[config.mk]
export PLATFORM = sky130hd
export DESIGN_NAME = lin_baud_sync_irq
export DESIGN_NICKNAME = d
export VERILOG_FILES = /design/src/lin_baud_counter.v /design/src/lin_sync_measure.v /design/src/lin_baud_sync_irq.v
export VERILOG_INCLUDE_DIRS = /design/src /design/src/src
export SDC_FILE = /design/constraint.sdc
export NUM_CORES = 1
export LEC_CHECK = 0
export BUFFER_PORTS_ARGS = -buffer_cell sky130_fd_sc_hd__buf_2
export CAP_MARGIN = 20
export CORE_UTILIZATION = 36
export DETAILED_ROUTE_END_ITERATION = 8
export SLEW_MARGIN = 0
export SYNTH_ARGS = -nofsm -noshare
export SYNTH_HDL_FRONTEND = slang
export SYNTH_SLANG_ARGS = --single-unit
[constraint.sdc]
create_clock -name clk_sys -period 22.9 [get_ports clk_sys]
set_clock_uncertainty 0.1 [all_clocks]
set_input_delay 4.58 -clock clk_sys [delete_from_list [all_inputs] [get_ports clk_sys]]
set_output_delay 4.58 -clock clk_sys [all_outputs]
set_load 0.02 [all_outputs]
[src/lin_sync_consts.vh]
`ifndef LIN_SYNC_CONSTS_VH
`define LIN_SYNC_CONSTS_VH

// Register indices; byte address on the bus is four times the index
`define IDX_DIV_HIGH     16'ha093
`define IDX_DIV_LOW      16'ha094
`define IDX_FLAGS        16'ha095
`define IDX_ENABLES      16'ha096
`define IDX_CONTROL      16'ha097

// Event flag and status bit positions
`define FLG_CNT_OVF      0
`define FLG_RX_SYNC      1
`define FLG_BRK_DONE     2
`define FLG_AUTO_SYNC    3
`define FLG_BUS_IDLE     4
`define FLG_BUS_LEVEL    5

// Enable register: master enable bit, event enables share flag positions
`define EN_MASTER        7

// Control register bit positions
`define CTL_LIN_EN       0
`define CTL_MASTER_MODE  1
`define CTL_AUTO_SYNC    2

// Reset values
`define RST_DIVISOR      16'h0000
`define RST_FLAGS        4'h0
`define RST_ENABLES      8'h00
`define RST_CONTROL      3'h0

// Timing counts, in bit times and cycles
`define BREAK_BITS       4'hb
`define SYNC_EDGES       3'h5
`define SYNC_BITS_SHIFT  3
`define CNT_ALL_ONES     16'hffff

`endif

[src/lin_baud_counter.v]
`timescale 1ns/1ns
`default_nettype none
`include "lin_sync_consts.vh"

// Baud tick generator and the 16-bit LIN bit-time counter
module lin_baud_counter #(
   parameter W = 16
) (
   input  wire         clk_sys,
   input  wire         sys_rst,
   input  wire [W-1:0] divisor,    // Current bit-rate divisor
   input  wire         count_run,  // Counter advances only while LIN is on
   input  wire         count_clr,  // Restart the counter from zero
   output reg          baud_tick,  // One cycle per bit time
   output reg          overflow    // One cycle when counter hits all ones
);

   reg [W-1:0] div_cnt_r;          // Cycles within the current bit
   reg [W-1:0] lin_cnt_r;          // Bit times since last clear

   // Divide the system clock; a zero divisor is illegal, so it stalls
   // the generator rather than ticking every cycle
   always @(posedge clk_sys) begin
      if (sys_rst) begin
         div_cnt_r <= {W{1'b0}};
         baud_tick <= 1'b0;
      end else if (divisor == {W{1'b0}}) begin
         div_cnt_r <= {W{1'b0}};
         baud_tick <= 1'b0;
      end else if (div_cnt_r >= divisor - {{(W-1){1'b0}}, 1'b1}) begin
         div_cnt_r <= {W{1'b0}};
         baud_tick <= 1'b1;
      end else begin
         div_cnt_r <= div_cnt_r + {{(W-1){1'b0}}, 1'b1};
         baud_tick <= 1'b0;
      end
   end

   // Counter saturates at all ones so overflow fires only once per run
   always @(posedge clk_sys) begin
      if (sys_rst) begin
         lin_cnt_r <= {W{1'b0}};
         overflow  <= 1'b0;
      end else if (count_clr || !count_run) begin
         lin_cnt_r <= {W{1'b0}};
         overflow  <= 1'b0;
      end else if (baud_tick && lin_cnt_r != `CNT_ALL_ONES) begin
         lin_cnt_r <= lin_cnt_r + {{(W-1){1'b0}}, 1'b1};
         overflow  <= (lin_cnt_r == (`CNT_ALL_ONES - 16'h0001));
      end else begin
         overflow  <= 1'b0;
      end
   end

endmodule // lin_baud_counter
`default_nettype wire

[src/lin_sync_measure.v]
`timescale 1ns/1ns
`default_nettype none
`include "lin_sync_consts.vh"

// Break detector and sync field timer for slave operation
module lin_sync_measure (
   input  wire        clk_sys,
   input  wire        sys_rst,
   input  wire        enable,      // Slave mode with LIN on
   input  wire        rx,          // Synchronised receive line
   input  wire        bit_tick,    // One cycle per bit time
   output reg         busy,        // Break or sync in progress
   output reg         sync_valid,  // One cycle pulse, result good
   output reg  [15:0] measured     // Cycles per bit from the sync field
);

   localparam S_IDLE  = 2'd0;
   localparam S_BREAK = 2'd1;
   localparam S_START = 2'd2;
   localparam S_MEAS  = 2'd3;

   reg [1:0]  state_r;             // Sequence state
   reg        rx_prev_r;           // Line one cycle ago
   reg [3:0]  low_bits_r;          // Dominant bit times in break
   reg [19:0] span_r;              // Cycles since the first sync edge
   reg [19:0] mark_r;              // Span at the previous falling edge
   reg [19:0] first_r;             // First two-bit interval
   reg [2:0]  edges_r;             // Falling edges seen in sync field
   reg        ok_r;                // All intervals within tolerance

   wire        fall     = rx_prev_r & ~rx;
   wire [19:0] elapsed  = span_r + 20'd1;
   wire [19:0] interval = elapsed - mark_r;
   wire [19:0] diff     = (interval > first_r) ? interval - first_r : first_r - interval;
   // Interval counts as matching if within one eighth of the first one
   wire        in_tol   = (diff <= (first_r >> 3));
   wire [19:0] rounded  = elapsed + 20'd4;

   // Sync byte 0x55 gives five falling edges spanning eight bit times
   always @(posedge clk_sys) begin
      if (sys_rst || !enable) begin
         state_r <= S_IDLE;
         rx_prev_r <= 1'b1;
         low_bits_r <= 4'h0;
         span_r <= 20'h00000;
         mark_r <= 20'h00000;
         first_r <= 20'h00000;
         edges_r <= 3'h0;
         ok_r <= 1'b0;
         busy <= 1'b0;
         sync_valid <= 1'b0;
         measured <= 16'h0000;
      end else begin
         rx_prev_r <= rx;
         sync_valid <= 1'b0;
         case (state_r)
            S_IDLE: begin
               busy <= 1'b0;
               if (!rx) begin
                  state_r <= S_BREAK;
                  low_bits_r <= 4'h0;
                  busy <= 1'b1;
               end
            end
            S_BREAK: begin
               // Short dominant phases are ordinary data, not a break
               if (rx) begin
                  state_r <= (low_bits_r >= `BREAK_BITS) ? S_START : S_IDLE;
               end else if (bit_tick && low_bits_r != `BREAK_BITS) begin
                  low_bits_r <= low_bits_r + 4'h1;
               end
            end
            S_START: begin
               if (fall) begin
                  state_r <= S_MEAS;
                  span_r <= 20'h00000;
                  mark_r <= 20'h00000;
                  edges_r <= 3'h1;
                  ok_r <= 1'b1;
               end
            end
            S_MEAS: begin
               span_r <= elapsed;
               if (span_r == 20'hfffff) begin
                  state_r <= S_IDLE;
               end else if (fall) begin
                  mark_r <= elapsed;
                  edges_r <= edges_r + 3'h1;
                  if (edges_r == 3'h1) begin
                     first_r <= interval;
                  end else if (!in_tol) begin
                     ok_r <= 1'b0;
                  end
                  if (edges_r == `SYNC_EDGES - 3'h1) begin
                     state_r <= S_IDLE;
                     measured <= rounded[18:3];
                     sync_valid <= ok_r && in_tol && (rounded[18:3] != 16'h0000);
                  end
               end
            end
            default: begin
               state_r <= S_IDLE;
            end
         endcase
      end
   end

endmodule // lin_sync_measure
`default_nettype wire

[src/lin_baud_sync_irq.v]
// Behaviour
// - Bit rate is clock over written divisor
// - Read-only capture of last measured divisor
// - Valid sync after break captures, sets flag
// - Capture is clock cycles per master bit
// - Auto update loads divisor, sets both flags
// - Bit 5 shows receive line level
// - Bit 4 idle; forced when LIN off
// - Auto-sync flag bit 3, write-one clears
// - Counter all ones sets overflow flag
// - Master enable bit 7 gates interrupt
// - Separate enables at bits 3, 2, 1, 0
// - Master mode select; sync only in slave
//
// Decided for this implementation: the APB register port.

`timescale 1ns/1ns
`default_nettype none
`include "lin_sync_consts.vh"

module lin_baud_sync_irq (
   input  wire        clk_sys,
   input  wire        sys_rst,
   // APB slave
   // Byte registers use bits 7..0
   input  wire        psel,
   input  wire        penable,
   input  wire        pwrite,
   input  wire [17:0] paddr,
   input  wire [31:0] pwdata,
   output reg  [31:0] prdata,
   output reg         pready,
   output reg         pslverr,
   // LIN line and serial datapath hooks
   // Pin is async, the rest same clock
   input  wire        lin_rx,          // Receive pin, asynchronous
   input  wire        tx_busy,         // Datapath is sending a byte
   input  wire        rx_busy,         // Datapath is receiving a byte
   input  wire        send_break_start,// Pulse: break transmission begins
   input  wire        send_break_done, // Pulse: break transmission ended
   // To the serial datapath and the interrupt controller
   // All outputs leave from flops
   output wire        baud_tick,
   output reg  [15:0] baud_divisor,
   output reg         lin_irq
);

   // One byte register per bus word.
   // Unmapped words answer with error.
   // Shared by writes, reads and errors.
   // Decode a register index into its word address on the bus
   function hit;
      input [17:0] addr;
      input [15:0] idx;
      begin
         hit = (addr == {idx, 2'b00});
      end
   endfunction

   // Receive line synchroniser; idles recessive so no false break at reset
   // Two flops delay each line edge.
   // rx_prev_r only spots transitions.
   reg         rx_meta_r;          // First stage, read only by rx_sync_r
   reg         rx_sync_r;          // Safe receive level
   reg         rx_prev_r;          // For transition detection

   // Software visible state
   // Idle and level bits are not held
   // here; the read mux builds them.
   reg  [3:0]  flags_r;            // Sticky event flags, bits 3..0
   reg  [7:0]  enables_r;          // Master and event enables
   reg  [2:0]  control_r;          // LIN on, master mode, auto sync
   reg  [15:0] captured_divisor_r; // Last good sync measurement
   reg         bus_idle_r;         // Registered idle status

   // Bus phases
   // Writes act only at the edge where
   // ready is seen in the access phase.
   // Ready comes from one flop stage.
   wire        access   = psel & penable;
   wire        done     = access & pready;
   wire        wr_done  = done & pwrite;
   wire        mapped   = hit(paddr, `IDX_DIV_HIGH) | hit(paddr, `IDX_DIV_LOW) |
                          hit(paddr, `IDX_FLAGS)    | hit(paddr, `IDX_ENABLES) |
                          hit(paddr, `IDX_CONTROL);

   // Mode decode
   // Control word is a local addition.
   // Capture needs slave role, LIN on.
   wire        lin_operation_enable    = control_r[`CTL_LIN_EN];
   wire        master_mode_select      = control_r[`CTL_MASTER_MODE];
   wire        auto_sync_update_enable = control_r[`CTL_AUTO_SYNC];
   wire        slave_active = lin_operation_enable & ~master_mode_select;

   // Outputs of the helpers
   // Overflow and sync_valid pulse once.
   wire        counter_ovf;
   wire        meas_busy;
   wire        sync_valid;
   wire [15:0] sync_measured;

   // Counter restarts on break start (master) or any line edge (slave)
   // Master: frame time base. Slave:
   // time the bus has stayed quiet.
   wire        rx_edge   = rx_sync_r ^ rx_prev_r;
   wire        cnt_clear = master_mode_select ? send_break_start : rx_edge;

   // Flag set and clear terms
   // Recomputed every cycle.
   reg  [3:0]  flag_set;
   reg  [3:0]  flag_clr;
   reg  [3:0]  flags_nxt;
   reg  [31:0] rdata_nxt;

   // Baud tick and LIN counter
   lin_baud_counter #(
      .W (16)
   ) u_counter (
      .clk_sys   (clk_sys),
      .sys_rst   (sys_rst),
      .divisor   (baud_divisor),
      .count_run (lin_operation_enable),
      .count_clr (cnt_clear),
      .baud_tick (baud_tick),
      .overflow  (counter_ovf)
   );

   // Break and sync timer, slave only
   lin_sync_measure u_measure (
      .clk_sys    (clk_sys),
      .sys_rst    (sys_rst),
      .enable     (slave_active),
      .rx         (rx_sync_r),
      .bit_tick   (baud_tick),
      .busy       (meas_busy),
      .sync_valid (sync_valid),
      .measured   (sync_measured)
   );

   // Two-stage synchroniser for the pin
   // Reset loads the recessive level so
   // leaving reset is not a false break.
   always @(posedge clk_sys) begin
      if (sys_rst) begin
         rx_meta_r <= 1'b1;
         rx_sync_r <= 1'b1;
         rx_prev_r <= 1'b1;
      end else begin
         rx_meta_r <= lin_rx;
         rx_sync_r <= rx_meta_r;
         rx_prev_r <= rx_sync_r;
      end
   end

   // Event sources and software clears for the sticky flags
   // Set beats clear in one cycle, so an
   // event during an acknowledge stays.
   always @* begin
      flag_set = 4'h0;
      flag_set[`FLG_CNT_OVF]   = counter_ovf;
      flag_set[`FLG_RX_SYNC]   = sync_valid & slave_active;
      flag_set[`FLG_BRK_DONE]  = send_break_done & lin_operation_enable;
      flag_set[`FLG_AUTO_SYNC] = sync_valid & slave_active &
                                 auto_sync_update_enable;
      flag_clr = 4'h0;
      if (wr_done && hit(paddr, `IDX_FLAGS)) begin
         // Writing zero leaves a flag alone; status bits are not writable
         flag_clr = pwdata[3:0];
      end
      // A new event in the clearing cycle survives the clear
      flags_nxt = (flags_r & ~flag_clr) | flag_set;
   end

   // Sticky flags
   // Reset clears every flag.
   // Only bits 3..0 are stored.
   always @(posedge clk_sys) begin
      if (sys_rst) begin
         flags_r <= `RST_FLAGS;
      end else begin
         flags_r <= flags_nxt;
      end
   end

   // Divisor: written by software, or loaded by hardware after a sync.
   // Hardware load wins a same-cycle clash so the node stays locked.
   // Each byte lands on its own write,
   // so a two-byte change passes one
   // mixed rate in between. Zero is
   // illegal and stalls the ticks.
   // The capture reads back here.
   always @(posedge clk_sys) begin
      if (sys_rst) begin
         baud_divisor <= `RST_DIVISOR;
      end else if (sync_valid && slave_active && auto_sync_update_enable) begin
         baud_divisor <= sync_measured;
      end else if (wr_done && hit(paddr, `IDX_DIV_HIGH)) begin
         baud_divisor[15:8] <= pwdata[7:0];
      end else if (wr_done && hit(paddr, `IDX_DIV_LOW)) begin
         baud_divisor[7:0] <= pwdata[7:0];
      end
   end

   // Capture of the measured divisor, kept until the next good sync
   // Only a sync that passed every
   // interval check reaches this point.
   // Mode changes leave it in place.
   always @(posedge clk_sys) begin
      if (sys_rst) begin
         captured_divisor_r <= 16'h0000;
      end else if (sync_valid && slave_active) begin
         captured_divisor_r <= sync_measured;
      end
   end

   // Enables and control
   // A role change mid frame drops any
   // break or sync being measured.
   // Pending flags raise the request as
   // soon as their enable is set.
   always @(posedge clk_sys) begin
      if (sys_rst) begin
         enables_r <= `RST_ENABLES;
         control_r <= `RST_CONTROL;
      end else begin
         if (wr_done && hit(paddr, `IDX_ENABLES)) begin
            // Bits 6..4 are not implemented and stay zero
            enables_r <= {pwdata[7], 3'b000, pwdata[3:0]};
         end
         if (wr_done && hit(paddr, `IDX_CONTROL)) begin
            control_r <= pwdata[2:0];
         end
      end
   end

   // Idle while nothing is moving on the line, and always when LIN is off
   // Registered so reads see it settled.
   // Measure busy covers break and sync.
   always @(posedge clk_sys) begin
      if (sys_rst) begin
         bus_idle_r <= 1'b1;
      end else begin
         bus_idle_r <= ~lin_operation_enable |
                       (~tx_busy & ~rx_busy & ~meas_busy);
      end
   end

   // Level interrupt from enabled flags under the master enable
   // One cycle behind the flags; a
   // clear drops it a cycle later.
   // Master enable overrides the rest.
   always @(posedge clk_sys) begin
      if (sys_rst) begin
         lin_irq <= 1'b0;
      end else begin
         lin_irq <= enables_r[`EN_MASTER] & (|(flags_r & enables_r[3:0]));
      end
   end

   // Read multiplexer; divisor reads return the capture, not the divisor
   // Unmapped words read as zero.
   // Status bits are live, not stored.
   // The divisor never reads back.
   always @* begin
      rdata_nxt = 32'h00000000;
      if (hit(paddr, `IDX_DIV_HIGH)) begin
         rdata_nxt[7:0] = captured_divisor_r[15:8];
      end else if (hit(paddr, `IDX_DIV_LOW)) begin
         rdata_nxt[7:0] = captured_divisor_r[7:0];
      end else if (hit(paddr, `IDX_FLAGS)) begin
         rdata_nxt[3:0] = flags_r;
         rdata_nxt[`FLG_BUS_IDLE]  = bus_idle_r;
         rdata_nxt[`FLG_BUS_LEVEL] = rx_sync_r;
      end else if (hit(paddr, `IDX_ENABLES)) begin
         rdata_nxt[7:0] = enables_r;
      end else if (hit(paddr, `IDX_CONTROL)) begin
         rdata_nxt[2:0] = control_r;
      end
   end

   // One wait state: ready rises in the second access cycle. Data and
   // error are registered with it so all three outputs come from flops.
   // A master that waits for ready works
   // whatever the latency turns out.
   // Write responses carry zero data.
   always @(posedge clk_sys) begin
      if (sys_rst) begin
         pready  <= 1'b0;
         pslverr <= 1'b0;
         prdata  <= 32'h00000000;
      end else if (access && !pready) begin
         pready  <= 1'b1;
         pslverr <= ~mapped;
         prdata  <= pwrite ? 32'h00000000 : rdata_nxt;
      end else begin
         pready  <= 1'b0;
         pslverr <= 1'b0;
         prdata  <= 32'h00000000;
      end
   end

endmodule // lin_baud_sync_irq
`default_nettype wire

### Yosys cells after proc, flatten, opt, wreduce, memory -nomap -nowiden

Cells that the tools add are included.

| word-level totals | value |
|---|---|
| flip-flop bits (word level) | 206 |
| input bits | 60 |
| output and inout bits | 52 |

| cells by class | value |
|---|---|
| add/sub/neg operators | 10 |
| order comparisons | 4 |
| eq/ne operators | 26 |
| muxes and demuxes | 44 |
| bitwise operators | 34 |
| reductions and logical operators | 40 |

Operator list:

| cell | number |
|---|---|
| $eq 18x18->1 const B | 5 |
| $mux 20 | 4 |
| $pmux 20 s2 | 2 |
| $sub 20x20->20 | 3 |
| $mux 8 | 5 |
| $add 16x1->16 const B | 2 |
| $add 20x1->20 const B | 1 |
| $eq 20x20->1 const B | 1 |
| $gt 20x20->1 | 1 |
| $le 20x17->1 | 1 |
| $add 19x3->19 const B | 1 |
| $eq 16x16->1 const B | 1 |
| $ge 16x16->1 | 1 |
| $logic_not 16->1 | 1 |
| $mux 16 | 1 |
| $mux 2 | 8 |
| $mux 4 | 4 |
| $ne 16x16->1 const B | 1 |
| $reduce_and 4->1 | 4 |
| $reduce_bool 16->1 | 1 |
| $sub 16x1->16 const B | 1 |
| $mux 3 | 5 |
| $ne 2x2->1 const B | 7 |
| $not 1->1 | 13 |
| other kinds (35) | 84 |

### Longest topological paths before layout

Gate-level depths: netlist of the first run.

| depth | value |
|---|---|
| depth in word-level cells | 10 |
| mapped depth | 37 |

### Cells and area by module

Synthesis of the first run repeated with hierarchy kept, for this count alone.

| second synthesis, totals | value |
|---|---|
| cells, all modules | 1630 |
| area total of the unflattened synthesis | 12868.6 µm² |

Modules (own cells, without submodules):

| module | times used | cells an instance | area an instance (µm²) |
|---|---|---|---|
| lin_sync_measure | 1 | 1042 | 7900.1 |
| lin_baud_sync_irq | 1 | 341 | 2866.5 |
| lin_baud_counter | 1 | 247 | 2102.0 |

### Least setup slack after synthesis of the first run

Ideal clock, no wire load.

| timing path | value |
|---|---|
| path type | register -> register |
| start point | register u_measure.span_r[1] |
| end point | register u_measure.sync_valid |
| setup time | 0.091 ns |
| arrival | 7.468 ns |
| slack | 15.241 ns |
| stages on the path, launching flop included | 36 |
| buffers on the path | 4 |
| period minus slack after synthesis | 7.659 ns |
| cells stage by stage | dfxtp_1 > ha_1 > clkbuf_1 > nand3_1 > xnor2_1 > ha_1 > o21a_1 > o31a_1 > o211ai_1 > a21oi_1 > o31ai_1 > o21ai_0 > a21oi_1 > xor2_1 > inv_1 > ha_1 > clkbuf_1 > and3_1 > nand3_1 > or3_1 > a31o_2 > buf_2 > buf_2 > a211oi_1 > a21oi_1 > xnor2_1 > ha_1 > a21o_1 > a21oi_1 > o21ai_0 > o21bai_1 > a2111oi_0 > nor2_1 > o41ai_1 > o32ai_1 > a311oi_1 |

| between the ends | value |
|---|---|
| cells in the longest elaborated chain, start to end | 7 |

Ends and longest elaborated chain:

| element | RTL line | text |
|---|---|---|
| from (decl) | lin_sync_measure.v:25 | `reg [19:0] span_r;` |
| from (signal assigned) | lin_sync_measure.v:83 | `span_r <= elapsed;` |
| $add 20x1->20 * | lin_sync_measure.v:32 | `wire [19:0] elapsed = span_r + 20'd1;` |
| $sub 20x20->20 * | lin_sync_measure.v:33 | `wire [19:0] interval = elapsed - mark_r;` |
| named net u_measure.interval[14] | lin_sync_measure.v:33 |  |
| $sub 20x20->20 or $gt 20x20->1 (tied branches) | lin_sync_measure.v:34 | `wire [19:0] diff = (interval > first_r) ? interval - first_r : first_r - interval;` |
| $mux 20 * | lin_sync_measure.v:34 |  |
| $le 20x17->1 * | lin_sync_measure.v:36 | `wire in_tol = (diff <= (first_r >> 3));` |
| $logic_and 1x1->1 * (2 in series) | lin_sync_measure.v:97 | `sync_valid <= ok_r && in_tol && (rounded[18:3] != 16'h0000);` |
| to (signal assigned) | lin_sync_measure.v:97 |  |
| to (decl) | lin_sync_measure.v:13 | `output reg sync_valid,` |

The timed path passes the listed nets; every way through them passes the cells marked *.
A chain may end at the register's enable or synchronous reset.

### Worst setup path in the final report of the first run

| timing path | value |
|---|---|
| start point | register u_measure.span_r[0] |
| end point | register u_measure.sync_valid |

The elaborated chain is that of the path after synthesis.

==> run metrics, run 1 <==
mapped cell area 12400 sq um; I/O pins 112; Bufs on Longest Clock Path 2; DRT antenna net count 0; # fillers 3551; cts repair resizes 0; Power, Total 0.630 mW; dpl ws 13260 ps; cts hold-fix bufs 0; Slew Viols, Final 0; Area after DPL 13000 sq um; synthesized area per cell 7.73 sq um; Worst Path Arrival 9920 ps; DR vias 10956; data required time of the critical path 23150 ps; most used cell, CP ha_1; total track usage 0.175; die extent in y 188 um; CP Capture Type flip-flop; Core Area 33800 sq um; Starting Density 0.368; cells after synthesis 1609; Fin. Hold Viols 0; final period utilization 0.422; top-count cell post-synth nand2_1; Fmax 0.104 GHz; num rows 67; #FFs+latches synth 182; Final Util 0.402; Final GP Congestion 0.888; Startpoint Class flip-flop; drt wl/cell 14.7 um; Final #Nets 1784; leak pwr 5.36 nW; PortBufs 63; design area 13600 sq um; Storage cell area 3640 sq um; share of cells above drive strength 1 0.0888; WP buf/inv 1; Commonest cells post-synth nand2_1 (195), dfxtp_1 (182), nor2_1 (168); DRC 0; root buf cell clkbuf_16; CTS HTree Levels 4; RSZ-0062 raised after global routing false; min Tclk post-route 9660 ps; CTS tree yes; critical path peak fanout 27; # Post-CTS Setup Buffers 0; predominant post-synthesis flop cell dfxtp_1; TritonRoute pass-1 iters 5; EDFF count, synth 0; multi-input combinational cell area 8020 sq um; area added between synthesis and finish 9.26%; antenna violations before repair 0; status finished clean; final WL 30.6 mm; # Max-Cap Violations 0; total CTS buffers 17; TNS Setup 0 ps; Max rail drop VDD 0.0529 mV; Final setup viols 0; Netlist cell types 91; synth top area cells dfxtp_1 (29%), ha_1 (10%), a21oi_1 (6.0%), nand2_1 (5.9%), nor2_1 (5.1%); FFs w/ async S/R, synth 0; Pwr Density 46.4 nW/um^2; DP Wirelength 22.8 mm; worst setup margin 13240 ps; cell family with most CP delay compound AO/OA/AOI/OAI gates; share of the synthesized area in the top cell type 0.293; Slowest cell on crit path a2111oi_0; Remaining Overflow, GRT 0; Slew @ Worst Pin 1050 ps; Worst path max stage delay 800 ps; ant diodes 0; Slew HR 0.298; DRT iter0 DRCs 721; critical path class reg2reg; Die Span X 188 um; CTS Sinks 182; clk_lat worst skew 450 ps; Seq/Total Area, Yosys 0.293; largest net degree at the start of global routing 82; Min-Delay Path Class reg2reg; Via density 5.26; largest area contributor in the netlist dfxtp_1; yosys warns 0; first-pass GRT wire length 51.2 mm; Clock transition at path regs 80 ps; die area 35300 sq um; vias in the first global route 10358
-- routing by layer --
metal,global-route usage,part of all wire,vias to the layer above,routed length [um]
met2,0.296,0.47,256,14300
li1,-,-,5591,-
met4,0.0435,0.011,0,344
met5,0,0,-,0
met3,0.0238,0.041,27,1260
met1,0.233,0.48,5082,14800
-- per-stage QoR --
step | hold slack (ps) | cells
6_report | 349 | 2081
5_1_grt | 378 | 2081
4_1_cts | 349 | 2079
3_5_place_dp | 332 | 2047
3_3_place_gp | 325 | 2046
2_1_floorplan | 289 | 1632
-- path summary, 6_finish.rpt --
kind | cells past startpoint | start | slack, ps | endpoint
worst max register to register | 33 | u_measure.span_r[0] | 13240 | u_measure.sync_valid
worst min register to register | 1 | u_measure.busy | 350 | bus_idle_r
worst max-delay path | 33 | u_measure.span_r[0] | 13240 | u_measure.sync_valid
worst min-delay path | 1 | u_measure.busy | 350 | bus_idle_r
-- report_power, final --
part           leakage, nW  internal [mW]  switching (mW)
sequential            1.47          0.316        0.000328
combinational         3.60        0.00360         0.00878
clock                0.298          0.149           0.152
total                 5.36          0.469           0.161
-- sequential cells by signal (all words and copies together) (netlist names), 16 cells and up, named ones only --
name                 cells
u_measure.span_r        20
baud_divisor            16
u_counter.div_cnt_r     16
u_measure.mark_r        20
u_measure.first_r       20
u_counter.lin_cnt_r     16
captured_divisor_r      16
u_measure.measured      16
-- layout by cell type, fill, tap and decap left out, drive strengths merged, types with 12 or more instances in the layout --
cell type,n
nand2b,13
inv,97
buf,74
a21o,28
or3,19
xnor2,60
dfxtp,182
ha,101
nor2,169
xor2,44
nand3,66
conb,24
a21oi,150
o21a,16
clkbuf,18
a211oi,37
nor3,38
o21ai,54
mux2i,31
nand4,19
nand2,197
and3,13
nor4,12
-- logic make-up (layout without fill, tap and decap cells) --
kind of cell / Yosys count / in the layout / share of synthesized area
AOI/OAI and AO/OA: 379 / 379 / 0.195
xor gates and xnor gates: 104 / 104 / 0.0732
adders and majority gates: 104 / 104 / 0.106
buffers and inverters: 196 / 197 / 0.0717
DFF: 182 / 182 / 0.293
muxes: 36 / 36 / 0.0295
other: 1 / 24 / 0.000301
and+or+nand+nor: 607 / 607 / 0.231
-- layout make-up --
class / instances / area share
Clock buffer: 17 / 0.0313
Multi-Input combinational cell: 1254 / 0.590
Inverter: 90 / 0.0248
Tap cell: 448 / 0.0412
Timing Repair Buffer: 75 / 0.0305
Clock inverter: 15 / 0.0143
Sequential cell: 182 / 0.268
No activity file was read; power rests on OpenSTA's default activity.
==> run 2, diff against run 1 <==
Clock period 22.9 ns to 8.15 ns, I/O delays scaled along.
==> run metrics, run 2 (synthesis gave the netlist of run 1 again) <==
CP Capture Type flip-flop; DRC 0; Max rail drop VDD 0.152 mV; TNS Setup 0 ps; drt wl/cell 14.9 um; CTS HTree Levels 4; total CTS buffers 17; Top Registers u_measure.first_r (20), u_measure.mark_r (20), u_measure.span_r (20); largest net degree at the start of global routing 82; I/O pins 112; Slew HR 0.305; Fin. Hold Viols 0; Non-Filler Instances 2134; Slowest cell on crit path or4_4; share of cells above drive strength 1 0.129; Clock transition at path regs 70 ps; data required time of the critical path 8420 ps; num rows 67; Core Area 33800 sq um; commonest non-fill, non-tap cells in the layout nand2_1 (195), dfxtp_1 (178), nor2_1 (167); DP Wirelength 23.5 mm; Die Span X 188 um; Final GP Congestion 0.891; first-pass GRT wire length 53.1 mm; TritonRoute pass-1 iters 5; Slew @ Worst Pin 1040 ps; final WL 31.8 mm; die extent in y 188 um; cts hold-fix bufs 0; area added between synthesis and finish 13.6%; Bufs on Longest Clock Path 2; # fillers 3450; Hold Slack 357 ps; Startpoint Class flip-flop; CTS tree yes; min Tclk post-route 7690 ps; critical path peak fanout 8; die area 35300 sq um; critical path class reg2reg; Pwr Density 127 nW/um^2; antenna violations before repair 0; final period utilization 0.944; combinational group share of total power 0.020; Pint 1.37 mW; CTS Sinks 182; vias in the first global route 10658; NetSw 0.418 mW; clk_lat worst skew 440 ps; root buf cell clkbuf_16; # Max-Cap Violations 0; sw frac 0.234; ant diodes 0; commonest non-fill, non-tap cell in the layout nand2_1; Min-Delay Path Class reg2reg; Final Util 0.418; Final setup viols 0; Remaining Overflow, GRT 0; DRT iter0 DRCs 652; placed cell count 2098; leak pwr 5.65 nW; sequential share of power 0.497; Worst Path Arrival 7960 ps; Power, Total 1.79 mW; clock share of power 0.483; Worst path max stage delay 550 ps; Slew Viols, Final 0; DRT antenna net count 0; DR vias 11207; status finished clean; PortBufs 63; Via density 5.25; total track usage 0.181; Fmax 0.130 GHz; Starting Density 0.368; Final #Nets 1837
[run 2: what timing repair did]
action	CTS	global route
resized for setup	5	25
setup endpoints to repair	2	2
buffers inserted	0	2
pin swaps	1	6
gates cloned	0	1
[run 2: layout make-up]
type	instances	area [sq um]	area share
clock buffers	20	447	0.0316
clock inverters	12	154	0.0109
inverters	90	338	0.0239
multi-input cells	1255	8170	0.578
flip-flops and latches	182	3650	0.258
well taps	448	561	0.0397
repair buffers	127	813	0.0575
[run 2: through the flow]
stage	instance area [sq um]	setup WS [ps]
finish	14100	457
global route	14100	-38.6
CTS	14000	25.6
detailed placement	13400	-170
global placement	13300	-104
floorplan	12500	491
[run 2: path summary, 6_finish.rpt]
path	from	end	slack, ps	cells after the start
setup / recovery	u_measure.span_r[1]	u_measure.ok_r	460	34
hold / removal	captured_divisor_r[14]	captured_divisor_r[14]	360	2
setup reg to reg	u_measure.span_r[1]	u_measure.ok_r	460	34
hold reg to reg	captured_divisor_r[14]	captured_divisor_r[14]	360	2
[run 2: metal layers]
layer	track usage	part of all wire	vias to the layer above	wire length, um
li1	-	-	5715	-
met1	0.242	0.48	5197	15400
met2	0.298	0.46	257	14600
met3	0.0307	0.041	38	1300
met4	0.0528	0.017	0	536
met5	0	0	-	0
[run 2: worst max-delay path: cells and delay by family (launching register included)]
family / cells / cell delay, ps
simple gates: 11 / 2530
buf+inv: 3 / 530
xor+xnor: 2 / 340
compound gates: 15 / 2830
fa+ha+maj: 3 / 860
flops: 1 / 400
[run 2: power by group through the flow]
stage	logic (mW)	registers, mW	clock network (mW)
finish	0.0350	0.890	0.865
global route	0.0375	0.890	0.920
CTS	0.0344	0.890	0.879
detailed placement	0.0343	0.911	0
global placement	0.0344	0.911	0
floorplan	0.0290	0.911	0
==> run 3, diff against run 2 <==
Settings changed: CORE_ASPECT_RATIO from default to 0.6, CTS_CLUSTER_DIAMETER from default to 80.
==> run metrics, run 3 (synthesis gave the netlist of run 1 again) <==
Die Span X 242 um; Fmax 0.129 GHz; Starting Density 0.368; DRT iter0 DRCs 1245; total CTS buffers 17; most used cell, CP buf_4; die extent in y 146 um; Final #Nets 1853; critical path class reg2reg; ant diodes 0; worst setup margin 374 ps; commonest non-fill, non-tap cell in the layout nand2_1; CTS HTree Levels 4; DP Wirelength 26.7 mm; multi-input combinational cell area 8140 sq um; # Max-Cap Violations 0; Worst path max stage delay 440 ps; Startpoint Class flip-flop; PortBufs 63; first-pass GRT wire length 55.6 mm; largest net degree at the start of global routing 82; min Tclk post-route 7780 ps; Storage cell area 3650 sq um; Final setup viols 0; final period utilization 0.954; die area 35300 sq um; num rows 52; DRC 0; DRT antenna net count 0; design area 14200 sq um; status finished clean; clk_lat worst skew 450 ps; Fin. Hold Viols 0; critical path peak fanout 9; root buf cell clkbuf_16; Core Area 33800 sq um; Remaining Overflow, GRT 0; leak pwr 5.73 nW; I/O pins 112; Pwr Density 124 nW/um^2; data required time of the critical path 8410 ps; CTS Sinks 182; NetSw 0.449 mW; vias in the first global route 10295; Pint 1.31 mW; CTS tree yes; # fillers 3421; Bufs on Longest Clock Path 2; sw frac 0.255; Max rail drop VDD 0.128 mV; TNS Setup 0 ps; antenna violations before repair 0; dpl ws -52.9 ps; Slew @ Worst Pin 1160 ps; Via density 5.35; commonest non-fill, non-tap cells in the layout nand2_1 (195), dfxtp_1 (177), nor2_1 (168); final WL 34.9 mm; total track usage 0.193; drt wl/cell 16.2 um; clock share of power 0.474; DR vias 11556; area added between synthesis and finish 14.3%; share of cells above drive strength 1 0.139; Area after DPL 13400 sq um; Min-Delay Path Class reg2reg; Top Registers u_measure.first_r (20), u_measure.mark_r (20), u_measure.span_r (20); Slew HR 0.230; Clock transition at path regs 80 ps; CP Capture Type flip-flop; TritonRoute pass-1 iters 8; Slew Viols, Final 0; Final GP Congestion 0.892; Slowest cell on crit path or3_1; sequential share of power 0.506; combinational group share of total power 0.020; Worst Path Arrival 8040 ps
## run 3: cell types whose count changed in the layout (fill, tap and decap cells not counted), moves of 2 or more
cell,before,now
clkbuf_1,2,0
clkinv_8,0,4
o21ai_0,48,46
clkinvlp_4,1,3
o21ai_1,4,7
buf_4,61,79
dfxtp_2,2,4
bufinv_16,2,0
## run 3: worst max-delay path: cells and delay by family (launching register included)
kind                     cells  cell delay, ps
AO/OA/AOI/OAI               15            2860
XOR/XNOR                     3             640
adder cells (fa/ha/maj)      4            1230
buffers and inverters        4             660
flip-flops                   1             410
AND/OR/NAND/NOR              9            1810
## run 3: stage by stage
stage | util | power, mW | std cells | hold WS, ps
2_1_floorplan | - | 0.940 | 1632 | 289
3_3_place_gp | 0.396 | 0.945 | 2118 | 310
3_5_place_dp | 0.396 | 0.945 | 2118 | 307
4_1_cts | 0.414 | 1.77 | 2150 | 351
5_1_grt | 0.420 | 1.81 | 2161 | 347
6_report | 0.420 | 1.76 | 2161 | 342
## run 3: final timing paths
kind                        from                    to  slack (ps)  cells past startpoint
min                    rx_meta_r             rx_sync_r         340                      1
max reg2reg  u_measure.span_r[1]  u_measure.sync_valid         370                     35
max          u_measure.span_r[1]  u_measure.sync_valid         370                     35
min reg2reg            rx_meta_r             rx_sync_r         340                      1
## run 3: final cells by class
| type | instances | share of cell area |
|---|---|---|
| inverter | 90 | 0.0238 |
| sequential | 182 | 0.257 |
| clock inverter | 15 | 0.0114 |
| timing repair buffer | 144 | 0.0650 |
| clock buffer | 17 | 0.0299 |
| tap | 459 | 0.0404 |
| multi-input combinational | 1254 | 0.573 |
## run 3: layer usage
layer / vias to the layer above / GRT usage / share of wire
met5: - / 0 / 0
met4: 0 / 0.0332 / 0.0059
met3: 20 / 0.0469 / 0.079
met2: 330 / 0.235 / 0.36
met1: 5453 / 0.324 / 0.55
li1: 5753 / - / -
## run 3: power by group through the flow
stage          clock [mW]  combinational (mW)  sequential, mW
2_1_floorplan           0              0.0290           0.911
3_3_place_gp            0              0.0342           0.911
3_5_place_dp            0              0.0341           0.911
4_1_cts             0.850              0.0342           0.890
5_1_grt             0.885              0.0374           0.890
6_report            0.833              0.0346           0.890
## run 3: repair_timing
action	CTS	global route
hold buffers	0	0
gates resized for setup	3	28
endpoints found under the setup margin	2	2
pin swaps	0	8
buffers inserted	0	10
gates cloned	0	0
